File: src/shared/umspi_pkg.sv
// constants, register map and state encoding for the master spi mode channel
package umspi_pkg;
  // register byte addresses on the apb bus
  localparam logic [11:0] ADDR_CTRL_A = 12'h000; // spi_status_ctrl_a
  localparam logic [11:0] ADDR_CTRL_B = 12'h004; // spi_status_ctrl_b
  localparam logic [11:0] ADDR_CTRL_C = 12'h008; // spi_status_ctrl_c
  localparam logic [11:0] ADDR_DATA = 12'h00c; // data_register
  localparam logic [11:0] ADDR_BAUD = 12'h010; // baud_divisor
  // spi_status_ctrl_a fields
  localparam int RXC_POS = 7; // rx_complete_flag
  localparam int TXC_POS = 6; // tx_complete_flag
  localparam int UDRE_POS = 5; // tx_buffer_empty_flag
  // spi_status_ctrl_b fields
  localparam int RXCIE_POS = 7; // rx_complete_irq_enable
  localparam int TXCIE_POS = 6; // tx_complete_irq_enable
  localparam int TX_EMPTY_IRQ_ENABLE_POS = 5; // tx_empty_irq_enable
  localparam int RXEN_POS = 4; // rx_enable_bit
  localparam int TXEN_POS = 3; // tx_enable_bit
  localparam logic [2:0] CTRL_B_RSVD = 3'h6; // reserved bits 2:0 read value
  // spi_status_ctrl_c fields
  localparam int MODE_HI_POS = 7; // mode_select_hi
  localparam int MODE_LO_POS = 6; // mode_select_lo
  localparam int ORDER_POS = 2; // bit_order_bit
  localparam int CPHA_POS = 1; // clock_phase_bit
  localparam int CPOL_POS = 0; // clock_polarity_bit
  localparam logic [1:0] MODE_MSPI = 2'h3; // master_spi_mode code
  // reset values
  localparam logic [7:0] CTRL_B_RST = 8'h06;
  localparam logic [7:0] CTRL_C_RST = 8'h06;
  localparam logic [11:0] BAUD_RST = 12'h000;
  localparam logic [7:0] TSR_IDLE = 8'hff; // line idles high
  // frame geometry
  localparam int FRAME_BITS = 8;
  localparam logic [3:0] LAST_EDGE = 4'hf; // 2*FRAME_BITS-1 clock edges
  localparam int RX_DEPTH = 2; // receive buffer words
  // shifter states
  typedef enum logic [1:0] {
    ST_IDLE = 2'b01,
    ST_SHIFT = 2'b10
  } umspi_state_t;
endpackage

File: src/verilog/umspi_top.sv
// master spi mode channel: apb registers, transmit buffer, shifter, receive buffer
// Function
// - transmitter enable drives serial output pin
// - receiver enable claims serial input pin
// - data write to an empty buffer starts one frame
// - buffer moves to shifter only when ready
// - overflow drops newest, keeps older bytes
// - frame, overrun, parity flags read zero
// - rx complete tracks unread data, flushed
// - tx complete on idle shifter, clearable
// - buffer empty flag, one after reset
// - rx irq needs enable, global, flag
// - tx irq needs enable, global, flag
// - empty irq needs enable, global, flag
// - receiver alone never makes clock
// - tx disable waits for empty shifter, buffer
// - mode field selects master spi
// - order bit picks lsb or msb first
// - phase bit picks sampling edge
// - polarity bit sets clock idle level
// - no slave select; mosi, miso, sck
// - spi modes 0..3 edge mapping
// - clock is pclk over 2*(divisor+1)
// - eight bits a frame, back to back
`timescale 1ns/1ns
module umspi_top
  import umspi_pkg::*;
(
  input wire logic pclk, // system clock, 100 mhz
  input wire logic presetn, // async reset, active low
  input wire logic psel, // apb select
  input wire logic penable, // apb access phase
  input wire logic pwrite, // apb direction
  input wire logic [11:0] paddr, // apb byte address
  input wire logic [31:0] pwdata, // apb write data
  output logic [31:0] prdata, // apb read data
  output logic pready, // apb ready, always high
  output logic pslverr, // apb error on unmapped address
  input wire logic cpu_status_word_gie, // global interrupt flag
  input wire logic txc_irq_taken, // pulse: tx complete interrupt executed
  output logic irq_rx_complete, // receive complete interrupt
  output logic irq_tx_complete, // transmit complete interrupt
  output logic irq_tx_empty, // data register empty interrupt
  output logic serial_out_pin_o, // master-out data
  output logic serial_out_pin_oe_n, // low while transmitter owns the pin
  input wire logic serial_in_pin_i, // master-in data
  output logic serial_in_pin_owned, // high while receiver owns the pin
  output logic transfer_clock_pin_o, // spi clock
  output logic transfer_clock_pin_oe_n // low while transmitter owns the clock pin
);
  import umspi_pkg::*;

  // control registers
  logic [4:0] ctrl_b_r, ctrl_b_nxt; // bits 7:3 of spi_status_ctrl_b
  logic [1:0] mode_r, mode_nxt; // mode select field
  logic order_r, order_nxt; // lsb first when set
  logic cpha_r, cpha_nxt; // clock phase
  logic cpol_r, cpol_nxt; // clock polarity
  logic [11:0] baud_r, baud_nxt; // baud divisor
  // transmit path
  umspi_state_t state_r, state_nxt; // shifter state
  logic [7:0] txb_r, txb_nxt; // transmit buffer
  logic txb_full_r, txb_full_nxt; // transmit buffer holds a byte
  logic [7:0] tsr_r, tsr_nxt; // transmit shift register
  logic [7:0] rsr_r, rsr_nxt; // receive shift register
  logic [3:0] edge_r, edge_nxt; // clock edge index within a frame
  logic [11:0] cnt_r, cnt_nxt; // half period countdown
  logic xck_r, xck_nxt; // transfer clock level
  logic txc_r, txc_nxt; // tx complete flag
  logic txen_eff_r, txen_eff_nxt; // transmitter really enabled
  logic sout_r, sout_nxt; // master-out line level
  // receive buffer
  logic [7:0] rx_mem_r [0:RX_DEPTH-1]; // oldest byte at index 0
  logic [7:0] rx_mem_nxt [0:RX_DEPTH-1];
  logic [1:0] rx_cnt_r, rx_cnt_nxt; // unread bytes
  // decoded helpers
  logic wr_acc, rd_acc; // apb access phases
  logic mspi; // master spi mode selected
  logic tx_active; // transmitter may shift
  logic rxen, txen_bit; // enables from ctrl b
  logic tick; // one-cycle clock edge enable
  logic frame_done; // last edge of a frame
  logic sample_edge, setup_edge; // edge kinds
  logic rx_push; // received byte enters buffer
  logic [7:0] rx_byte; // byte completed this edge
  logic [1:0] rx_after_pop; // count once a read has popped

  // apb decode; zero wait states keep the master simple
  assign wr_acc = psel && penable && pwrite;
  assign rd_acc = psel && penable && !pwrite;
  assign pready = 1'b1;
  assign pslverr = psel && penable && !(paddr == ADDR_CTRL_A || paddr == ADDR_CTRL_B ||
    paddr == ADDR_CTRL_C || paddr == ADDR_DATA || paddr == ADDR_BAUD);

  assign rxen = ctrl_b_r[RXEN_POS-3];
  assign txen_bit = ctrl_b_r[TXEN_POS-3];
  assign mspi = (mode_r == MODE_MSPI);
  // receiver alone has no clock source, so only the transmitter shifts
  assign tx_active = txen_eff_r && mspi;
  assign tick = (state_r == ST_SHIFT) && (cnt_r == 12'h000);
  assign frame_done = tick && (edge_r == LAST_EDGE);
  // leading edges are even; sample there when phase is zero
  assign sample_edge = tick && (edge_r[0] == cpha_r);
  assign setup_edge = tick && (edge_r[0] != cpha_r) && (edge_r != 4'h0);
  assign rx_byte = !sample_edge ? rsr_r :
    (order_r ? {serial_in_pin_i, rsr_r[7:1]} : {rsr_r[6:0], serial_in_pin_i});
  assign rx_push = frame_done && rxen;

  // read mux; reserved bits read per register layout
  always_comb begin
    prdata = 32'h0000_0000;
    if (rd_acc) begin
      case (paddr)
        ADDR_CTRL_A: begin
          // error flags at bits 4:2 stay zero in this mode
          prdata[RXC_POS] = (rx_cnt_r != 2'h0);
          prdata[TXC_POS] = txc_r;
          prdata[UDRE_POS] = !txb_full_r;
        end
        ADDR_CTRL_B: prdata[7:0] = {ctrl_b_r, CTRL_B_RSVD};
        ADDR_CTRL_C: prdata[7:0] = {mode_r, 3'h0, order_r, cpha_r, cpol_r};
        ADDR_DATA: prdata[7:0] = rx_mem_r[0];
        ADDR_BAUD: prdata[11:0] = baud_r;
        default: prdata = 32'h0000_0000; // unmapped reads zero with pslverr
      endcase
    end
  end

  // next-state logic for registers, shifter and buffers
  always_comb begin
    ctrl_b_nxt = ctrl_b_r;
    mode_nxt = mode_r;
    order_nxt = order_r;
    cpha_nxt = cpha_r;
    cpol_nxt = cpol_r;
    baud_nxt = baud_r;
    state_nxt = state_r;
    txb_nxt = txb_r;
    txb_full_nxt = txb_full_r;
    tsr_nxt = tsr_r;
    rsr_nxt = rsr_r;
    edge_nxt = edge_r;
    cnt_nxt = cnt_r;
    xck_nxt = xck_r;
    txc_nxt = txc_r;
    txen_eff_nxt = txen_eff_r;
    rx_mem_nxt = rx_mem_r;
    rx_cnt_nxt = rx_cnt_r;
    rx_after_pop = rx_cnt_r;
    // configuration writes; reserved bits are expected as zero and dropped
    if (wr_acc) begin
      case (paddr)
        ADDR_CTRL_B: ctrl_b_nxt = pwdata[7:3];
        ADDR_CTRL_C: begin
          // mode and frame format may change in one write
          mode_nxt = pwdata[MODE_HI_POS:MODE_LO_POS];
          order_nxt = pwdata[ORDER_POS];
          cpha_nxt = pwdata[CPHA_POS];
          cpol_nxt = pwdata[CPOL_POS];
        end
        ADDR_BAUD: baud_nxt = pwdata[11:0];
        default: ;
      endcase
    end
    // shifter
    case (state_r)
      ST_IDLE: begin
        xck_nxt = cpol_r;
        if (txb_full_r && tx_active) begin
          tsr_nxt = txb_r;
          txb_full_nxt = 1'b0;
          state_nxt = ST_SHIFT;
          cnt_nxt = baud_r;
          edge_nxt = 4'h0;
        end
      end
      ST_SHIFT: begin
        if (tick) begin
          cnt_nxt = baud_r; // half period of baud+1 cycles
          xck_nxt = !xck_r;
          edge_nxt = edge_r + 4'h1;
          if (sample_edge) begin
            rsr_nxt = rx_byte;
          end
          if (setup_edge) begin
            // vacated bits fill with ones so the line idles high
            tsr_nxt = order_r ? {1'b1, tsr_r[7:1]} : {tsr_r[6:0], 1'b1};
          end
          if (frame_done) begin
            if (txb_full_r && tx_active) begin
              // next byte follows with no gap
              tsr_nxt = txb_r;
              txb_full_nxt = 1'b0;
              edge_nxt = 4'h0;
            end else begin
              tsr_nxt = TSR_IDLE;
              state_nxt = ST_IDLE;
              xck_nxt = cpol_r;
            end
          end
        end else begin
          cnt_nxt = cnt_r - 12'h001;
        end
      end
      default: begin
        state_nxt = ST_IDLE;
        xck_nxt = cpol_r;
      end
    endcase
    // the line holds through a sample edge so the far side never sees it move there
    sout_nxt = sample_edge ? sout_r : (order_r ? tsr_nxt[0] : tsr_nxt[7]);
    // a data write fills the empty buffer; reads never start a frame
    if (wr_acc && paddr == ADDR_DATA && !txb_full_r && tx_active) begin
      txb_nxt = pwdata[7:0];
      txb_full_nxt = 1'b1;
    end
    // tx complete: clear by write-one or interrupt taken, set wins
    if ((wr_acc && paddr == ADDR_CTRL_A && pwdata[TXC_POS]) || txc_irq_taken) begin
      txc_nxt = 1'b0;
    end
    if (frame_done && !txb_full_r) begin
      txc_nxt = 1'b1;
    end
    // disabling waits until shifter and buffer are both empty
    if (txen_bit) begin
      txen_eff_nxt = 1'b1;
    end else if (state_r == ST_IDLE && !txb_full_r) begin
      txen_eff_nxt = 1'b0;
    end
    // receive buffer: pop on data read, then push
    if (rd_acc && paddr == ADDR_DATA && rx_cnt_r != 2'h0) begin
      rx_mem_nxt[0] = rx_mem_r[1];
      rx_after_pop = rx_cnt_r - 2'h1;
    end
    rx_cnt_nxt = rx_after_pop;
    // a full buffer drops the newest byte and keeps the older ones
    if (rx_push && rx_after_pop != 2'(RX_DEPTH)) begin
      rx_mem_nxt[rx_after_pop[0]] = rx_byte;
      rx_cnt_nxt = rx_after_pop + 2'h1;
    end
    // disabling the receiver flushes the buffer
    if (!rxen) begin
      rx_cnt_nxt = 2'h0;
    end
  end

  // register stage
  always_ff @(posedge pclk or negedge presetn) begin
    if (!presetn) begin
      ctrl_b_r <= CTRL_B_RST[7:3];
      mode_r <= CTRL_C_RST[MODE_HI_POS:MODE_LO_POS];
      order_r <= CTRL_C_RST[ORDER_POS];
      cpha_r <= CTRL_C_RST[CPHA_POS];
      cpol_r <= CTRL_C_RST[CPOL_POS];
      baud_r <= BAUD_RST;
      state_r <= ST_IDLE;
      txb_r <= 8'h00;
      txb_full_r <= 1'b0;
      tsr_r <= TSR_IDLE;
      sout_r <= TSR_IDLE[0];
      rsr_r <= 8'h00;
      edge_r <= 4'h0;
      cnt_r <= 12'h000;
      xck_r <= CTRL_C_RST[CPOL_POS];
      txc_r <= 1'b0;
      txen_eff_r <= 1'b0;
      rx_mem_r[0] <= 8'h00;
      rx_mem_r[1] <= 8'h00;
      rx_cnt_r <= 2'h0;
    end else begin
      ctrl_b_r <= ctrl_b_nxt;
      mode_r <= mode_nxt;
      order_r <= order_nxt;
      cpha_r <= cpha_nxt;
      cpol_r <= cpol_nxt;
      baud_r <= baud_nxt;
      state_r <= state_nxt;
      txb_r <= txb_nxt;
      txb_full_r <= txb_full_nxt;
      tsr_r <= tsr_nxt;
      sout_r <= sout_nxt;
      rsr_r <= rsr_nxt;
      edge_r <= edge_nxt;
      cnt_r <= cnt_nxt;
      xck_r <= xck_nxt;
      txc_r <= txc_nxt;
      txen_eff_r <= txen_eff_nxt;
      rx_mem_r <= rx_mem_nxt;
      rx_cnt_r <= rx_cnt_nxt;
    end
  end

  // pins: no slave select exists, the far device is selected externally
  assign serial_out_pin_o = sout_r;
  assign serial_out_pin_oe_n = !txen_eff_r;
  assign transfer_clock_pin_o = xck_r;
  assign transfer_clock_pin_oe_n = !txen_eff_r;
  assign serial_in_pin_owned = rxen;
  // interrupt requests are plain levels qualified by the global flag
  assign irq_rx_complete = ctrl_b_r[RXCIE_POS-3] && cpu_status_word_gie && (rx_cnt_r != 2'h0);
  assign irq_tx_complete = ctrl_b_r[TXCIE_POS-3] && cpu_status_word_gie && txc_r;
  assign irq_tx_empty = ctrl_b_r[TX_EMPTY_IRQ_ENABLE_POS-3] && cpu_status_word_gie && !txb_full_r;

  // helper: clock toggles counted inside one frame
  logic [4:0] tog_cnt_r;
  always_ff @(posedge pclk or negedge presetn) begin
    if (!presetn) begin
      tog_cnt_r <= 5'h00;
    end else if (state_r == ST_IDLE || frame_done) begin
      tog_cnt_r <= 5'h00;
    end else if (tick) begin
      tog_cnt_r <= tog_cnt_r + 5'h01;
    end
  end
endmodule

File: config.mk
export PLATFORM = sky130hd
export DESIGN_NAME = umspi_top
export DESIGN_NICKNAME = d
export VERILOG_FILES = /design/src/shared/umspi_pkg.sv /design/src/verilog/umspi_top.sv
export SDC_FILE = /design/constraint.sdc
export NUM_CORES = 1
export LEC_CHECK = 0
export BUFFER_PORTS_ARGS = -buffer_cell sky130_fd_sc_hd__buf_4
export CORE_AREA = 5 5 90 113
export DETAILED_ROUTE_END_ITERATION = 8
export DIE_AREA = 0 0 95 118
export GPL_ROUTABILITY_DRIVEN = 0
export MAX_ROUTING_LAYER = met4
export PLACE_DENSITY = 0.8
export SETUP_SLACK_MARGIN = 0.05
export SYNTH_ARGS = -nofsm -noshare
export SYNTH_HDL_FRONTEND = slang
export SYNTH_SLANG_ARGS = --single-unit
File: constraint.sdc
create_clock -name pclk -period 4.6 [get_ports pclk]
set_input_delay 1.38 -clock pclk [delete_from_list [all_inputs] [get_ports pclk]]
set_output_delay 1.38 -clock pclk [all_outputs]
set_load 0.02 [all_outputs]
==> flow_summary.ini <==
[route]
totalWireLength_mm = 11.7
first_iter_violations = 270
wl_per_cell_um = 17.6
drt-vias-per-instance = 5.84
drt_first_pass_iters = 5
route.detailed.drc = 0
route.antenna.remaining_nets = 0
num_vias = 3882

[global_route]
grt_pass1_vias = 3983
antenna_found_initial = 0
grt-ovfl-total = 0
grt_max_degree = 88
grt_first_pass_wirelength_mm = 19.5
grtUsageTotal_pct = 22.8

[synth]
post_synth_and_or_nand_nor_area_fraction_pct = 14.7
yosys.area_share.adder_pct = 2.03
seq_area_frac_synth_pct = 44.5
postSynthRegisterBits = 87
dominantRegCellSynth = dfrtp_1
number_of_flops_mapped_to_enable_cells_by_yosys = 0
synth_warnings = 0
synth_top_family_by_area = multiplexers
synth_compound_area_share_pct = 14.7
count_of_mapped_cells_out_of_synthesis = 489
synthXorXnorAreaFrac_pct = 0.686
synthMuxAreaShare_pct = 16.5
mappedNetlistArea_um2 = 4920
syn-mean-instance-area_um2 = 10.1
asyncSetResetFlopFracSynth_pct = 100
ys_types = 59

[setup_path]
critical_path_class = primary input to output pin
crit_path_max_fanout = 2
cp_data_required_time_ps = 3220
setup.worst_path.start_class = primary input
worstPathArrival_ps = 3000
end_kind = output pin

[place]
io_buffer_count = 52
post-dp-hpwl_mm = 8.58

[sta]
fmaxAchievable_ghz = 0.228
maxSlewHeadroom_pct = 28.9
drv_slew = 0
holdWs_ps = 480
tightest_slew_ps = 1070
timing.final.crit_share_pct = 95.2
grt_setup_unrepaired = false
final_hold_viol_count = 0
fin_skew_ps = 6.40
post-route-min-period_ps = 4380
setup_viol = 0
fin_setup_tns_ps = 0

[power]
report.power.total_mw = 1.58
vdd.ir_drop.worst_uv = 256
leakagePower_nw = 2.76
powerDensity_nw_per_um2 = 279

[job]
max_cap_viol_count = 0

[cells_and_area]
multi_input_combinational_cell_area_um2 = 2490
finalNetCount = 597
syn2layout_area_growth_pct = 15.1
fillerInstances = 745
final_common_cell = dfrtp_1
final_cell_mix = dfrtp_1 (75), buf_4 (60), mux2_2 (57), o21ai_0 (46), nor2_1 (35)
layout-drive-gt1-share_pct = 29.5
insertedDiodeCount = 0
finish.utilization_pct = 63.1
storage_cell_area_um2 = 2190

[floorplan]
boundaryPins = 94
area_enclosed_by_the_die_boundary_um2 = 11200
chipWidth_um = 95
core_um2 = 8980
initial_core_util_pct = 54.8
floorplan.rows = 39
chipHeight_um = 118

[clocking]
worstSkewPairLatency_ps = 350
cts-htree-levels = 3
clk_sink_count = 87
cts_hold_repair.buffers = 0
cts_tree = done
clock_tree.root_cell = clkbuf_16
cts-root-to-sink-buffers = 2
cts-buffers-inserted = 9
clk_pin_slew_worst_paths_ps = 70

[min_path]
min_delay_worst_type = flip-flop to flip-flop

[outcome]
outcome = finished clean
[metal layers]
layer | part of all wire, % | track usage [%] | vias up | routed length [um]
met4 | 2.9 | 9.66 | 0 | 343
met5 | 0 | - | - | 0
met3 | 4.7 | 4.92 | 27 | 553
met2 | 53 | 37.5 | 128 | 6180
li1 | - | - | 1817 | -
met1 | 39 | 26.5 | 1910 | 4620
[worst max-delay path, stage by stage]
cell and delay [ps]:
buf_4 110, nor4_2 290, nand3_1 170, nor3_1 330, a22oi_1 140, o21ai_0 240
nor2b_1 180, buf_4 150
[cell usage after synthesis (9+ instances only)]
library cell  number  area share [%]
mux2_2            57              13
a22oi_1            9             1.4
clkbuf_1          14             1.1
inv_1             21             1.6
nand2_1           32             2.4
nor2_1            35             2.7
buf_4             23             3.5
a21oi_1           19             1.9
nand3_1           16             1.6
mux2i_1           16             3.3
dfstp_2           12             6.4
o21ai_0           46             4.7
dfrtp_1           75              38
[where the power goes]
group	switching, mW	internal, mW
logic	0.0469	0.0220
clock network	0.318	0.426
registers	0.000788	0.766
[cell type report]
type                            instances  area share (%)
Timing Repair Buffer                   60            7.95
Inverter                               21            1.39
Multi-Input combinational cell        358            43.9
Clock inverter                          7            1.33
Clock buffer                            9            3.98
Tap cell                              123            2.72
Sequential cell                        87            38.7
[per-stage QoR]
| stage | worst slack [ps] | cells | area (um^2) |
|---|---|---|---|
| 2_1_floorplan | 228 | 508 | 4990 |
| 6_report | 220 | 665 | 5670 |
| 3_5_place_dp | 139 | 649 | 5350 |
| 5_1_grt | 6.46 | 665 | 5670 |
| 4_1_cts | 128 | 665 | 5650 |
| 3_3_place_gp | 188 | 649 | 5350 |
[kinds of logic (layout without fill, tap and decap cells)]
logic type / count (synthesis) / after routing
XOR/XNOR: 3 / 3
multiplexers: 74 / 74
buffers and inverters: 63 / 97
adder cells (fa/ha/maj): 8 / 8
AO/OA/AOI/OAI: 116 / 116
other: 2 / 21
flip-flops: 87 / 87
AND/OR/NAND/NOR: 136 / 136
[worst paths after layout]
path,start,to,slack [ps],cells after the start
hold reg to reg,serial_out_pin_o$_DFFE_PN1N_,serial_out_pin_o$_DFFE_PN1N_,480,2
setup reg to reg,cnt_r[0]$_DFFE_PN0P_,flip-flop,1350,9
min in group asynchronous,presetn,rsr_r[1]$_DFFE_PN0P_,1230,1
hold / removal,serial_out_pin_o$_DFFE_PN1N_,serial_out_pin_o$_DFFE_PN1N_,480,2
setup / recovery,paddr[9],prdata[5],220,8
max in group asynchronous,presetn,cnt_r[8]$_DFFE_PN0P_,2690,1
[what timing repair did]
action,4_1_cts,5_1_grt
gates resized for setup,0,4
setup endpoints to repair,0,8
setup buffers,0,0
Power figures use the tool's default switching activity.
